[src/bar_params.svh]
// constants for the bridge address remapper: register byte offsets, field
// positions, reset values. assumes a 32-bit ahb-lite register slave.
//
// Operation
// - claimed downstream i/o cycles drop every bit above the 25-bit i/o space, and as many more upper bits as the i/o size setting says.
// - memory cycles are claimed downstream only by the primary base and limit settings.
// - a non-prefetchable hit goes out at its address minus (primary minus secondary base).
// - a prefetchable hit goes out at its address minus (primary minus secondary base).
// - each secondary window limit is the primary limit minus that window's offset.
// - upstream cycles inside a shifted secondary memory window are not claimed.
// - each dma offset is primary dma base minus secondary dma base over its secondary range.
// - each dma window's primary image ends at the secondary limit plus its offset.
// - an upstream cycle inside a dma window goes up with the dma offset added.
// - upstream cycles outside every dma and memory window go up unchanged.
`ifndef BAR_PARAMS_SVH
`define BAR_PARAMS_SVH

`define BAR_OFF_CTRL 12'h000
`define BAR_OFF_IO_SIZE 12'h004
`define BAR_OFF_IO_BASE 12'h008
`define BAR_OFF_IO_LIMIT 12'h00C
`define BAR_OFF_NP_PRI_BASE 12'h010
`define BAR_OFF_NP_PRI_LIMIT 12'h014
`define BAR_OFF_NP_SEC_BASE 12'h018
`define BAR_OFF_NP_SEC_LIMIT 12'h01C
`define BAR_OFF_PF_PRI_BASE 12'h020
`define BAR_OFF_PF_PRI_LIMIT 12'h024
`define BAR_OFF_PF_SEC_BASE 12'h028
`define BAR_OFF_PF_SEC_LIMIT 12'h02C
`define BAR_OFF_LAST_DS 12'h030
`define BAR_OFF_LAST_US 12'h034
// dma window n sits at BAR_OFF_DMA0 + n * BAR_DMA_STRIDE
`define BAR_OFF_DMA0 12'h040
`define BAR_DMA_STRIDE 12'h010
`define BAR_DMA_SEC_BASE 2'h0
`define BAR_DMA_SEC_LIMIT 2'h1
`define BAR_DMA_PRI_BASE 2'h2
`define BAR_DMA_PRI_LIMIT 2'h3

`define BAR_CTRL_REMAP_EN 0
`define BAR_CTRL_VGA_EN 1
`define BAR_CTRL_ISA_EN 2
`define BAR_CTRL_W 3
`define BAR_IO_SIZE_W 5
// i/o addresses are this wide; the size setting trims from the top of this space
`define BAR_IO_ADDR_W 25

`define BAR_RST_CTRL 3'h0
`define BAR_RST_WORD 32'h0000_0000
`define BAR_RST_IO_SIZE 5'h00

`endif

[src/bar_pkg.sv]
// types shared by the bridge address remapper.
// assumes a 32-bit address on both sides of the bridge.
`default_nettype none
package bar_pkg;
    typedef logic [31:0] bar_word_t;
    // kind of a translated downstream cycle
    typedef enum logic [1:0] {
        BAR_KIND_NONE = 2'b00,
        BAR_KIND_IO = 2'b01,
        BAR_KIND_NP = 2'b10,
        BAR_KIND_PF = 2'b11
    } bar_kind_e;
endpackage
`default_nettype wire

[src/bar_remap.sv]
// bridge address remapper: i/o aliasing, memory window mapping and dma window
// remapping, programmed over ahb-lite. expects one cycle per request in each
// direction; answers come one clock later from flip-flops.
`default_nettype none
`include "bar_params.svh"

module bar_remap #(
    parameter int NDMA = 2
) (
    // clock, reset, enable
    input wire logic hclk,
    input wire logic hresetn,
    input wire logic ce,
    // ahb-lite slave
    input wire logic hsel,
    input wire logic [11:0] haddr,
    input wire logic [1:0] htrans,
    input wire logic hwrite,
    input wire logic [2:0] hsize,
    input wire logic [31:0] hwdata,
    input wire logic hready,
    output logic hreadyout,
    output logic hresp,
    output logic [31:0] hrdata,
    // downstream request from the primary side
    input wire logic ds_valid,
    input wire logic ds_is_io,
    input wire logic [31:0] ds_addr,
    // downstream answer toward the secondary bus
    output logic ds_out_valid,
    output logic ds_out_claim,
    output bar_pkg::bar_kind_e ds_out_kind,
    output logic [31:0] ds_out_addr,
    // upstream request from the secondary bus
    input wire logic us_valid,
    input wire logic [31:0] us_addr,
    // upstream answer toward the primary side
    output logic us_out_valid,
    output logic us_out_claim,
    output logic us_out_dma_hit,
    output logic [31:0] us_out_addr
);

    // ==========================================================
    // register bus
    logic [`BAR_CTRL_W-1:0] ctrl_r;
    logic [`BAR_IO_SIZE_W-1:0] io_size_r;
    bar_pkg::bar_word_t io_base_r, io_limit_r;
    bar_pkg::bar_word_t np_pri_base_r, np_pri_limit_r, np_sec_base_r;
    bar_pkg::bar_word_t pf_pri_base_r, pf_pri_limit_r, pf_sec_base_r;
    bar_pkg::bar_word_t last_ds_r, last_us_r;
    bar_pkg::bar_word_t dma_sec_base_r [NDMA];
    bar_pkg::bar_word_t dma_sec_limit_r [NDMA];
    bar_pkg::bar_word_t dma_pri_base_r [NDMA];

    logic wr_pend_r;
    logic [11:0] wr_addr_r;
    logic [31:0] hrdata_r;
    logic [31:0] rd_nxt;

    wire addr_phase = hsel && htrans[1] && hready;
    // a write lands at the end of its data phase, when hwdata stands
    wire wr_take = ce && wr_pend_r;
    // whole-word registers only; hsize is accepted but not used to mask lanes
    wire unused_hsize = ^hsize;

    // no wait states: every word is a flip-flop or a short sum of three
    assign hreadyout = 1'b1;
    assign hresp = 1'b0;
    assign hrdata = hrdata_r;

    wire wr_ctrl = wr_take && wr_addr_r == `BAR_OFF_CTRL;
    wire wr_io_size = wr_take && wr_addr_r == `BAR_OFF_IO_SIZE;
    wire wr_io_base = wr_take && wr_addr_r == `BAR_OFF_IO_BASE;
    wire wr_io_limit = wr_take && wr_addr_r == `BAR_OFF_IO_LIMIT;
    wire wr_np_pb = wr_take && wr_addr_r == `BAR_OFF_NP_PRI_BASE;
    wire wr_np_pl = wr_take && wr_addr_r == `BAR_OFF_NP_PRI_LIMIT;
    wire wr_np_sb = wr_take && wr_addr_r == `BAR_OFF_NP_SEC_BASE;
    wire wr_pf_pb = wr_take && wr_addr_r == `BAR_OFF_PF_PRI_BASE;
    wire wr_pf_pl = wr_take && wr_addr_r == `BAR_OFF_PF_PRI_LIMIT;
    wire wr_pf_sb = wr_take && wr_addr_r == `BAR_OFF_PF_SEC_BASE;

    always_ff @(posedge hclk or negedge hresetn) begin
        if (!hresetn) begin
            wr_pend_r <= 1'b0;
            wr_addr_r <= 12'h000;
            hrdata_r <= `BAR_RST_WORD;
        end else if (ce) begin
            wr_pend_r <= addr_phase && hwrite;
            wr_addr_r <= haddr;
            // read data is fetched in the address phase; the master never reads
            // straight after a write to the same word, so no forwarding is kept
            if (addr_phase && !hwrite) begin
                hrdata_r <= rd_nxt;
            end
        end
    end

    always_ff @(posedge hclk or negedge hresetn) begin
        if (!hresetn) begin
            ctrl_r <= `BAR_RST_CTRL;
            io_size_r <= `BAR_RST_IO_SIZE;
            io_base_r <= `BAR_RST_WORD;
            io_limit_r <= `BAR_RST_WORD;
        end else begin
            if (wr_ctrl) ctrl_r <= hwdata[`BAR_CTRL_W-1:0];
            if (wr_io_size) io_size_r <= hwdata[`BAR_IO_SIZE_W-1:0];
            if (wr_io_base) io_base_r <= hwdata;
            if (wr_io_limit) io_limit_r <= hwdata;
        end
    end

    always_ff @(posedge hclk or negedge hresetn) begin
        if (!hresetn) begin
            np_pri_base_r <= `BAR_RST_WORD;
            np_pri_limit_r <= `BAR_RST_WORD;
            np_sec_base_r <= `BAR_RST_WORD;
            pf_pri_base_r <= `BAR_RST_WORD;
            pf_pri_limit_r <= `BAR_RST_WORD;
            pf_sec_base_r <= `BAR_RST_WORD;
        end else begin
            if (wr_np_pb) np_pri_base_r <= hwdata;
            if (wr_np_pl) np_pri_limit_r <= hwdata;
            if (wr_np_sb) np_sec_base_r <= hwdata;
            if (wr_pf_pb) pf_pri_base_r <= hwdata;
            if (wr_pf_pl) pf_pri_limit_r <= hwdata;
            if (wr_pf_sb) pf_sec_base_r <= hwdata;
        end
    end

    // ==========================================================
    // window arithmetic
    wire remap_en = ctrl_r[`BAR_CTRL_REMAP_EN];
    // legacy decode enables are only stored: software keeps them clear
    // legacy enables unused
    wire unused_legacy = ctrl_r[`BAR_CTRL_VGA_EN] ^ ctrl_r[`BAR_CTRL_ISA_EN];

    wire [31:0] np_off = np_pri_base_r - np_sec_base_r;
    wire [31:0] pf_off = pf_pri_base_r - pf_sec_base_r;
    wire [31:0] np_sec_limit = np_pri_limit_r - np_off;
    wire [31:0] pf_sec_limit = pf_pri_limit_r - pf_off;

    // ==========================================================
    // dma windows
    // with base and limit both cleared a window still covers address zero, so
    // software programs every window before it sets the remap enable
    logic [NDMA-1:0] dma_hit;
    logic [31:0] dma_off [NDMA];
    logic [31:0] dma_pri_limit [NDMA];

    // each window owns four words: secondary base, limit, primary base, primary end
    genvar g;
    generate
        for (g = 0; g < NDMA; g++) begin : g_dma
            localparam logic [11:0] BASE = `BAR_OFF_DMA0 + 12'(g) * `BAR_DMA_STRIDE;
            wire wsel = wr_take && wr_addr_r[11:4] == BASE[11:4];
            always_ff @(posedge hclk or negedge hresetn) begin
                if (!hresetn) begin
                    dma_sec_base_r[g] <= `BAR_RST_WORD;
                    dma_sec_limit_r[g] <= `BAR_RST_WORD;
                    dma_pri_base_r[g] <= `BAR_RST_WORD;
                end else if (wsel) begin
                    if (wr_addr_r[3:2] == `BAR_DMA_SEC_BASE) dma_sec_base_r[g] <= hwdata;
                    if (wr_addr_r[3:2] == `BAR_DMA_SEC_LIMIT) dma_sec_limit_r[g] <= hwdata;
                    if (wr_addr_r[3:2] == `BAR_DMA_PRI_BASE) dma_pri_base_r[g] <= hwdata;
                end
            end
            assign dma_off[g] = dma_pri_base_r[g] - dma_sec_base_r[g];
            assign dma_pri_limit[g] = dma_sec_limit_r[g] + dma_off[g];
            assign dma_hit[g] = us_addr >= dma_sec_base_r[g] && us_addr <= dma_sec_limit_r[g];
        end
    endgenerate

    // ==========================================================
    // downstream path
    // claim by primary windows
    wire ds_np_hit = ds_addr >= np_pri_base_r && ds_addr <= np_pri_limit_r;
    wire ds_pf_hit = ds_addr >= pf_pri_base_r && ds_addr <= pf_pri_limit_r;
    wire ds_io_hit = ds_addr >= io_base_r && ds_addr <= io_limit_r;
    // the i/o space is narrower than a memory address, so bits above it never
    // reach the secondary bus; the size setting then trims from its top
    wire [31:0] io_space_mask = 32'hFFFF_FFFF >> (32 - `BAR_IO_ADDR_W);
    wire [31:0] io_mask = io_space_mask >> io_size_r;
    wire [31:0] ds_io_addr = ds_addr & io_mask;
    wire [31:0] ds_np_addr = remap_en ? ds_addr - np_off : ds_addr;
    wire [31:0] ds_pf_addr = remap_en ? ds_addr - pf_off : ds_addr;

    // an i/o cycle never falls into a memory window, nor a memory cycle into the i/o one
    wire ds_claim = ds_is_io ? ds_io_hit : (ds_np_hit || ds_pf_hit);
    wire bar_pkg::bar_kind_e ds_kind = !ds_claim ? bar_pkg::BAR_KIND_NONE :
        ds_is_io ? bar_pkg::BAR_KIND_IO :
        ds_np_hit ? bar_pkg::BAR_KIND_NP : bar_pkg::BAR_KIND_PF;
    wire [31:0] ds_addr_nxt = !ds_claim ? ds_addr :
        ds_is_io ? ds_io_addr :
        ds_np_hit ? ds_np_addr : ds_pf_addr;

    // ==========================================================
    // upstream path
    // shifted windows not claimed
    wire us_in_np = us_addr >= np_sec_base_r && us_addr <= np_sec_limit;
    wire us_in_pf = us_addr >= pf_sec_base_r && us_addr <= pf_sec_limit;
    // with remapping off the secondary windows sit where the primary ones do
    wire us_in_pri_np = us_addr >= np_pri_base_r && us_addr <= np_pri_limit_r;
    wire us_in_pri_pf = us_addr >= pf_pri_base_r && us_addr <= pf_pri_limit_r;
    wire us_claim = !(remap_en ? (us_in_np || us_in_pf) : (us_in_pri_np || us_in_pri_pf));

    // lowest-numbered window wins; overlapping dma windows are a software error
    logic [31:0] us_dma_addr;
    always_comb begin
        us_dma_addr = us_addr;
        for (int i = NDMA - 1; i >= 0; i--) begin
            if (dma_hit[i]) us_dma_addr = us_addr + dma_off[i];
        end
    end
    wire us_dma_any = remap_en && |dma_hit;
    wire [31:0] us_addr_nxt = us_dma_any ? us_dma_addr : us_addr;

    // ==========================================================
    // translated answers, also kept as the last address for software

    always_ff @(posedge hclk or negedge hresetn) begin
        if (!hresetn) begin
            ds_out_valid <= 1'b0;
            ds_out_claim <= 1'b0;
            ds_out_kind <= bar_pkg::BAR_KIND_NONE;
            ds_out_addr <= `BAR_RST_WORD;
            last_ds_r <= `BAR_RST_WORD;
        end else if (ce) begin
            ds_out_valid <= ds_valid;
            if (ds_valid) begin
                ds_out_claim <= ds_claim;
                ds_out_kind <= ds_kind;
                ds_out_addr <= ds_addr_nxt;
                last_ds_r <= ds_addr_nxt;
            end
        end
    end

    always_ff @(posedge hclk or negedge hresetn) begin
        if (!hresetn) begin
            us_out_valid <= 1'b0;
            us_out_claim <= 1'b0;
            us_out_dma_hit <= 1'b0;
            us_out_addr <= `BAR_RST_WORD;
            last_us_r <= `BAR_RST_WORD;
        end else if (ce) begin
            us_out_valid <= us_valid;
            if (us_valid) begin
                us_out_claim <= us_claim;
                us_out_dma_hit <= us_dma_any && us_claim;
                us_out_addr <= us_addr_nxt;
                last_us_r <= us_addr_nxt;
            end
        end
    end

    // ==========================================================
    // read mux
    always_comb begin
        rd_nxt = 32'h0000_0000;
        unique case (haddr)
            `BAR_OFF_CTRL: rd_nxt = {29'h0000_0000, ctrl_r};
            `BAR_OFF_IO_SIZE: rd_nxt = {27'h000_0000, io_size_r};
            `BAR_OFF_IO_BASE: rd_nxt = io_base_r;
            `BAR_OFF_IO_LIMIT: rd_nxt = io_limit_r;
            `BAR_OFF_NP_PRI_BASE: rd_nxt = np_pri_base_r;
            `BAR_OFF_NP_PRI_LIMIT: rd_nxt = np_pri_limit_r;
            `BAR_OFF_NP_SEC_BASE: rd_nxt = np_sec_base_r;
            `BAR_OFF_NP_SEC_LIMIT: rd_nxt = np_sec_limit;
            `BAR_OFF_PF_PRI_BASE: rd_nxt = pf_pri_base_r;
            `BAR_OFF_PF_PRI_LIMIT: rd_nxt = pf_pri_limit_r;
            `BAR_OFF_PF_SEC_BASE: rd_nxt = pf_sec_base_r;
            `BAR_OFF_PF_SEC_LIMIT: rd_nxt = pf_sec_limit;
            `BAR_OFF_LAST_DS: rd_nxt = last_ds_r;
            `BAR_OFF_LAST_US: rd_nxt = last_us_r;
            default: rd_nxt = 32'h0000_0000;
        endcase
        // dma words lie outside the fixed map, so the default above never hides them
        for (int i = 0; i < NDMA; i++) begin
            if (haddr[11:4] == 8'(({20'h0, `BAR_OFF_DMA0} + 32'(i) * 32'h10) >> 4)) begin
                unique case (haddr[3:2])
                    `BAR_DMA_SEC_BASE: rd_nxt = dma_sec_base_r[i];
                    `BAR_DMA_SEC_LIMIT: rd_nxt = dma_sec_limit_r[i];
                    `BAR_DMA_PRI_BASE: rd_nxt = dma_pri_base_r[i];
                    `BAR_DMA_PRI_LIMIT: rd_nxt = dma_pri_limit[i];
                endcase
            end
        end
    end

endmodule
`default_nettype wire

[config.mk]
export PLATFORM = sky130hd
export DESIGN_NAME = bar_remap
export DESIGN_NICKNAME = d
export VERILOG_FILES = /design/src/bar_pkg.sv /design/src/bar_remap.sv
export VERILOG_INCLUDE_DIRS = /design/src /design/src/src
export SDC_FILE = /design/constraint.sdc
export NUM_CORES = 2
export LEC_CHECK = 0
export ABC_CLOCK_PERIOD_IN_PS = 7900
export BUFFER_PORTS_ARGS = -buffer_cell sky130_fd_sc_hd__buf_4
export CAP_MARGIN = 20
export CORE_ASPECT_RATIO = 1.4
export CORE_MARGIN = 10
export CORE_UTILIZATION = 30
export CTS_CLUSTER_SIZE = 8
export DETAILED_ROUTE_END_ITERATION = 8
export PLACE_DENSITY = 0.55
export SYNTH_ARGS = -nofsm -noshare
export SYNTH_HDL_FRONTEND = slang
export SYNTH_SLANG_ARGS = --single-unit
export TNS_END_PERCENT = 30
[constraint.sdc]
create_clock -name hclk -period 7.9 [get_ports hclk]
set_input_delay 0.79 -clock hclk [delete_from_list [all_inputs] [get_ports hclk]]
set_output_delay 0.79 -clock hclk [all_outputs]
set_load 0.005 [all_outputs]
==> results.cfg <==
[pwr]
finalPower_mw = 9.633
irDropWorstVdd_mv = 0.1588
static-leakage-power_nw = 30.15
power.density_mw_per_mm2 = 147.7

[cells_and_area]
flow.area_growth_from_synthesis_pct = 12.86
finalNonFillerCells = 9177
num-nets-final = 7720
layout-drive-gt1-share = 0.1543

[global_route]
antenna_found_initial = 9
total_grt_overflow = 0
grt_pass1_vias = 54230
grt_pass1_wl_mm = 367.0
grt.total_usage = 0.2353
grt_util_met2 = 0.3918
grt_start_max_net_pins = 111
globalRouteMet3Util = 0.03792
globalRouteMet1Util = 0.2801
top_usage_layer = met2

[synthesis]
netlist.top_cell.by_area = dfrtp_1
mappedNetlistNets = 7496
synth_largest_type_area_fraction = 0.2477
synth.top_cells.by_area = dfrtp_1 25%, ha_1 20%, mux2_2 8.5%, a21oi_1 4.3%, a21o_1 4.0%
yosys_register_bits = 572
flip_flop_cell_with_the_highest_count_after_synthesis = dfrtp_1
synthesis.area_mm2 = 0.05779
synth.lib_cells_used.distinct = 100
synth-seq-area-share = 0.2477
synth-edff-count = 0
yosysWarningCount = 0
synth_area_per_cell_um2 = 8.976
post_synth_most_frequent_cells = 924 x ha_1, 572 x dfrtp_1, 522 x inv_1
netlist_instances = 6438
synth_most_common_cell = ha_1
asyncSetResetFlopFracSynth = 1.000

[timing]
final_skew_ns = 0.03608
hold_viol = 0
tightest_slew_ns = 1.196
setup_ws_ns = 0.4054
finalSetupViolations = 0
timing_max_transition_violations_final = 0
final.min_clock_period_ns = 7.495
setup_tns_final_ns = 0
final_min_period_over_clock_period = 0.9487
fmax_mhz = 133.4
worst_slew_margin_rel = 0.1951

[cts]
cts_post_setup_buffers_inserted = 0
worst_skew_pair.late_latency_ns = 0.72
clock_tree_from_tritoncts = done
clock_path_buffers = 3
holdBufCountCts = 0
clock-root-buffer = clkbuf_16
numCtsBuffers = 82
ctsHtreeMaxLevel = 3
clkTransAtPathRegs_ns = 0.05
tritoncts_num_sinks = 572

[die]
design.portCount = 227
floorplan.initialDensity = 0.3016
floorplan.die_area_mm2 = 0.2108
placementRows = 190
die_width_um = 390.9
die_height_um = 539.3
coreArea_mm2 = 0.1916

[worst_hold_path]
min-delay-path-class = input port to async pin

[setup_path]
cpPeakStageDelay_ns = 0.39
critical_path.max_fanout = 4
data_arrival_critical_path_ns = 8.10
type_of_the_setup_path_with_the_least_slack = flop to flop
crit_path_top_delay_cell = fa_1
cp-end-kind = flop
timing.critical_path.mode_cell = buf_4
startpoint_type = flop
critPathRequiredTime_ns = 8.51

[place]
placedCellCount = 9073
dpl.hpwl_mm = 204.3
place_ws_ns = 0.1113
portBuffers = 220
gp_congestion = 0.9640

[drt]
routed_wl_mm = 257.8
vias = 52920
drt_iter0_markers = 4112
route.antenna.remaining_nets = 0
post-route-drc-count = 0
wl_per_cell_um = 28.09
drtPass1Iterations = 6
route.detailed.vias_per_inst = 5.767

[outcome]
result_of_the_run = finished, final reports clean

[run]
drv_cap = 0
kinds of logic (layout without fill, tap and decap cells):
group | count (synthesis) | after routing | synth area share
xor+xnor | 325 | 325 | 0.04939
simple gates | 1412 | 1412 | 0.1201
mux | 541 | 541 | 0.1140
compound gates | 1887 | 1887 | 0.2119
fa+ha+maj | 955 | 955 | 0.2076
other cells | 2 | 7 | 0.0001300
flops | 572 | 572 | 0.2477
buf+inv | 744 | 982 | 0.04924
layout make-up:
cell class                 count  area [µm²]
antenna                        5       12.51
clock inverter                 2       25.02
multi-input combinational   5122       40820
timing repair buffer         361        2804
clock buffer                  96        2157
inverter                     523        1963
sequential                   572       14320
fill                       19890      126400
tap                         2496        3123
placed cells by master, fill, tap and decap left out, types with 18 or more instances in the layout:
cell / n
or2_2: 19
a21o_1: 308
a211o_1: 29
mux2_2: 437
a22o_1: 20
nand4_1: 129
dfrtp_1: 571
nand3_1: 99
a21oi_1: 491
ha_1: 924
clkbuf_16: 84
nor3_1: 83
o211ai_1: 18
or3_1: 29
and2_1: 22
o31ai_1: 32
o2111ai_1: 18
mux4_2: 50
and3_1: 46
buf_4: 353
xor2_1: 124
a211oi_1: 47
mux2i_1: 54
nand2_1: 367
nor2_1: 305
o21a_1: 82
o22ai_1: 39
a22oi_1: 59
a21boi_0: 18
o21ai_0: 414
a31oi_1: 48
xnor2_1: 200
o21bai_1: 40
a221oi_1: 55
inv_1: 522
nor2b_1: 105
nand2b_1: 118
a222oi_1: 22
worst paths after layout:
| path | startpoint | endpoint | slack [ns] | cells past startpoint |
|---|---|---|---|---|
| min in group hclk | haddr[1] | wr_addr_r[1] | 0.34 | 2 |
| min | hresetn | dma_sec_limit_r[34] | 0.04 | 1 |
| max | pf_pri_base_r[0] | us_out_dma_hit | 0.41 | 36 |
| max in group asynchronous | hresetn | io_limit_r[29] | 6.46 | 2 |
| min reg2reg | hrdata[0] | hrdata[0] | 0.50 | 1 |
| max reg2reg | pf_pri_base_r[0] | us_out_dma_hit | 0.41 | 36 |
critical path: cells and delay by family (launching register included):
family	cells	cell delay (ns)
xor gates and xnor gates	2	0.27
DFF	1	0.38
adders and majority gates	6	1.86
buffers and inverters	6	0.76
and+or+nand+nor	5	1.05
AOI/OAI and AO/OA	17	3.05
per-layer routing:
layer	vias to the layer above	wire length, µm
met5	-	41
met4	6	18480
met3	541	15820
met2	1865	119700
met1	26360	103700
li1	24150	-
metrics by stage:
| stage | cell area [µm²] | hold slack [ns] | util |
|---|---|---|---|
| 5_1_grt | 65210 | 0.05568 | 0.3403 |
| 3_5_place_dp | 62960 | 0.4734 | 0.3286 |
| 4_1_cts | 65140 | 0.02493 | 0.3400 |
| 6_report | 65220 | 0.04386 | 0.3404 |
| 3_3_place_gp | 62960 | 0.4664 | 0.3286 |
| 2_1_floorplan | 57790 | 0.4699 | - |
state kept, by name, indices dropped and copies added, names as in the netlist, 2 cells and up:
name	flops
pf_pri_base_r	32
dma_sec_limit_r	64
np_sec_base_r	32
io_size_r	5
wr_addr_r	12
last_ds_r	32
dma_pri_base_r	64
pf_sec_base_r	32
io_limit_r	32
ds_out_kind	2
io_base_r	32
dma_sec_base_r	64
np_pri_limit_r	32
hrdata	32
np_pri_base_r	32
pf_pri_limit_r	32
us_out_addr	32
ctrl_r	3
repair_timing:
item	in CTS	in global routing
endpoints found under the hold margin	0	0
resized for setup	0	12
setup endpoints to repair	0	3
power breakdown:
group | switching [mW] | total [mW] | internal [mW]
sequential | 0.168 | 3.19 | 3.02
combinational | 1.83 | 3.08 | 1.24
clock | 1.48 | 3.37 | 1.89
total | 3.48 | 9.63 | 6.15
Power figures use the tool's default switching activity.
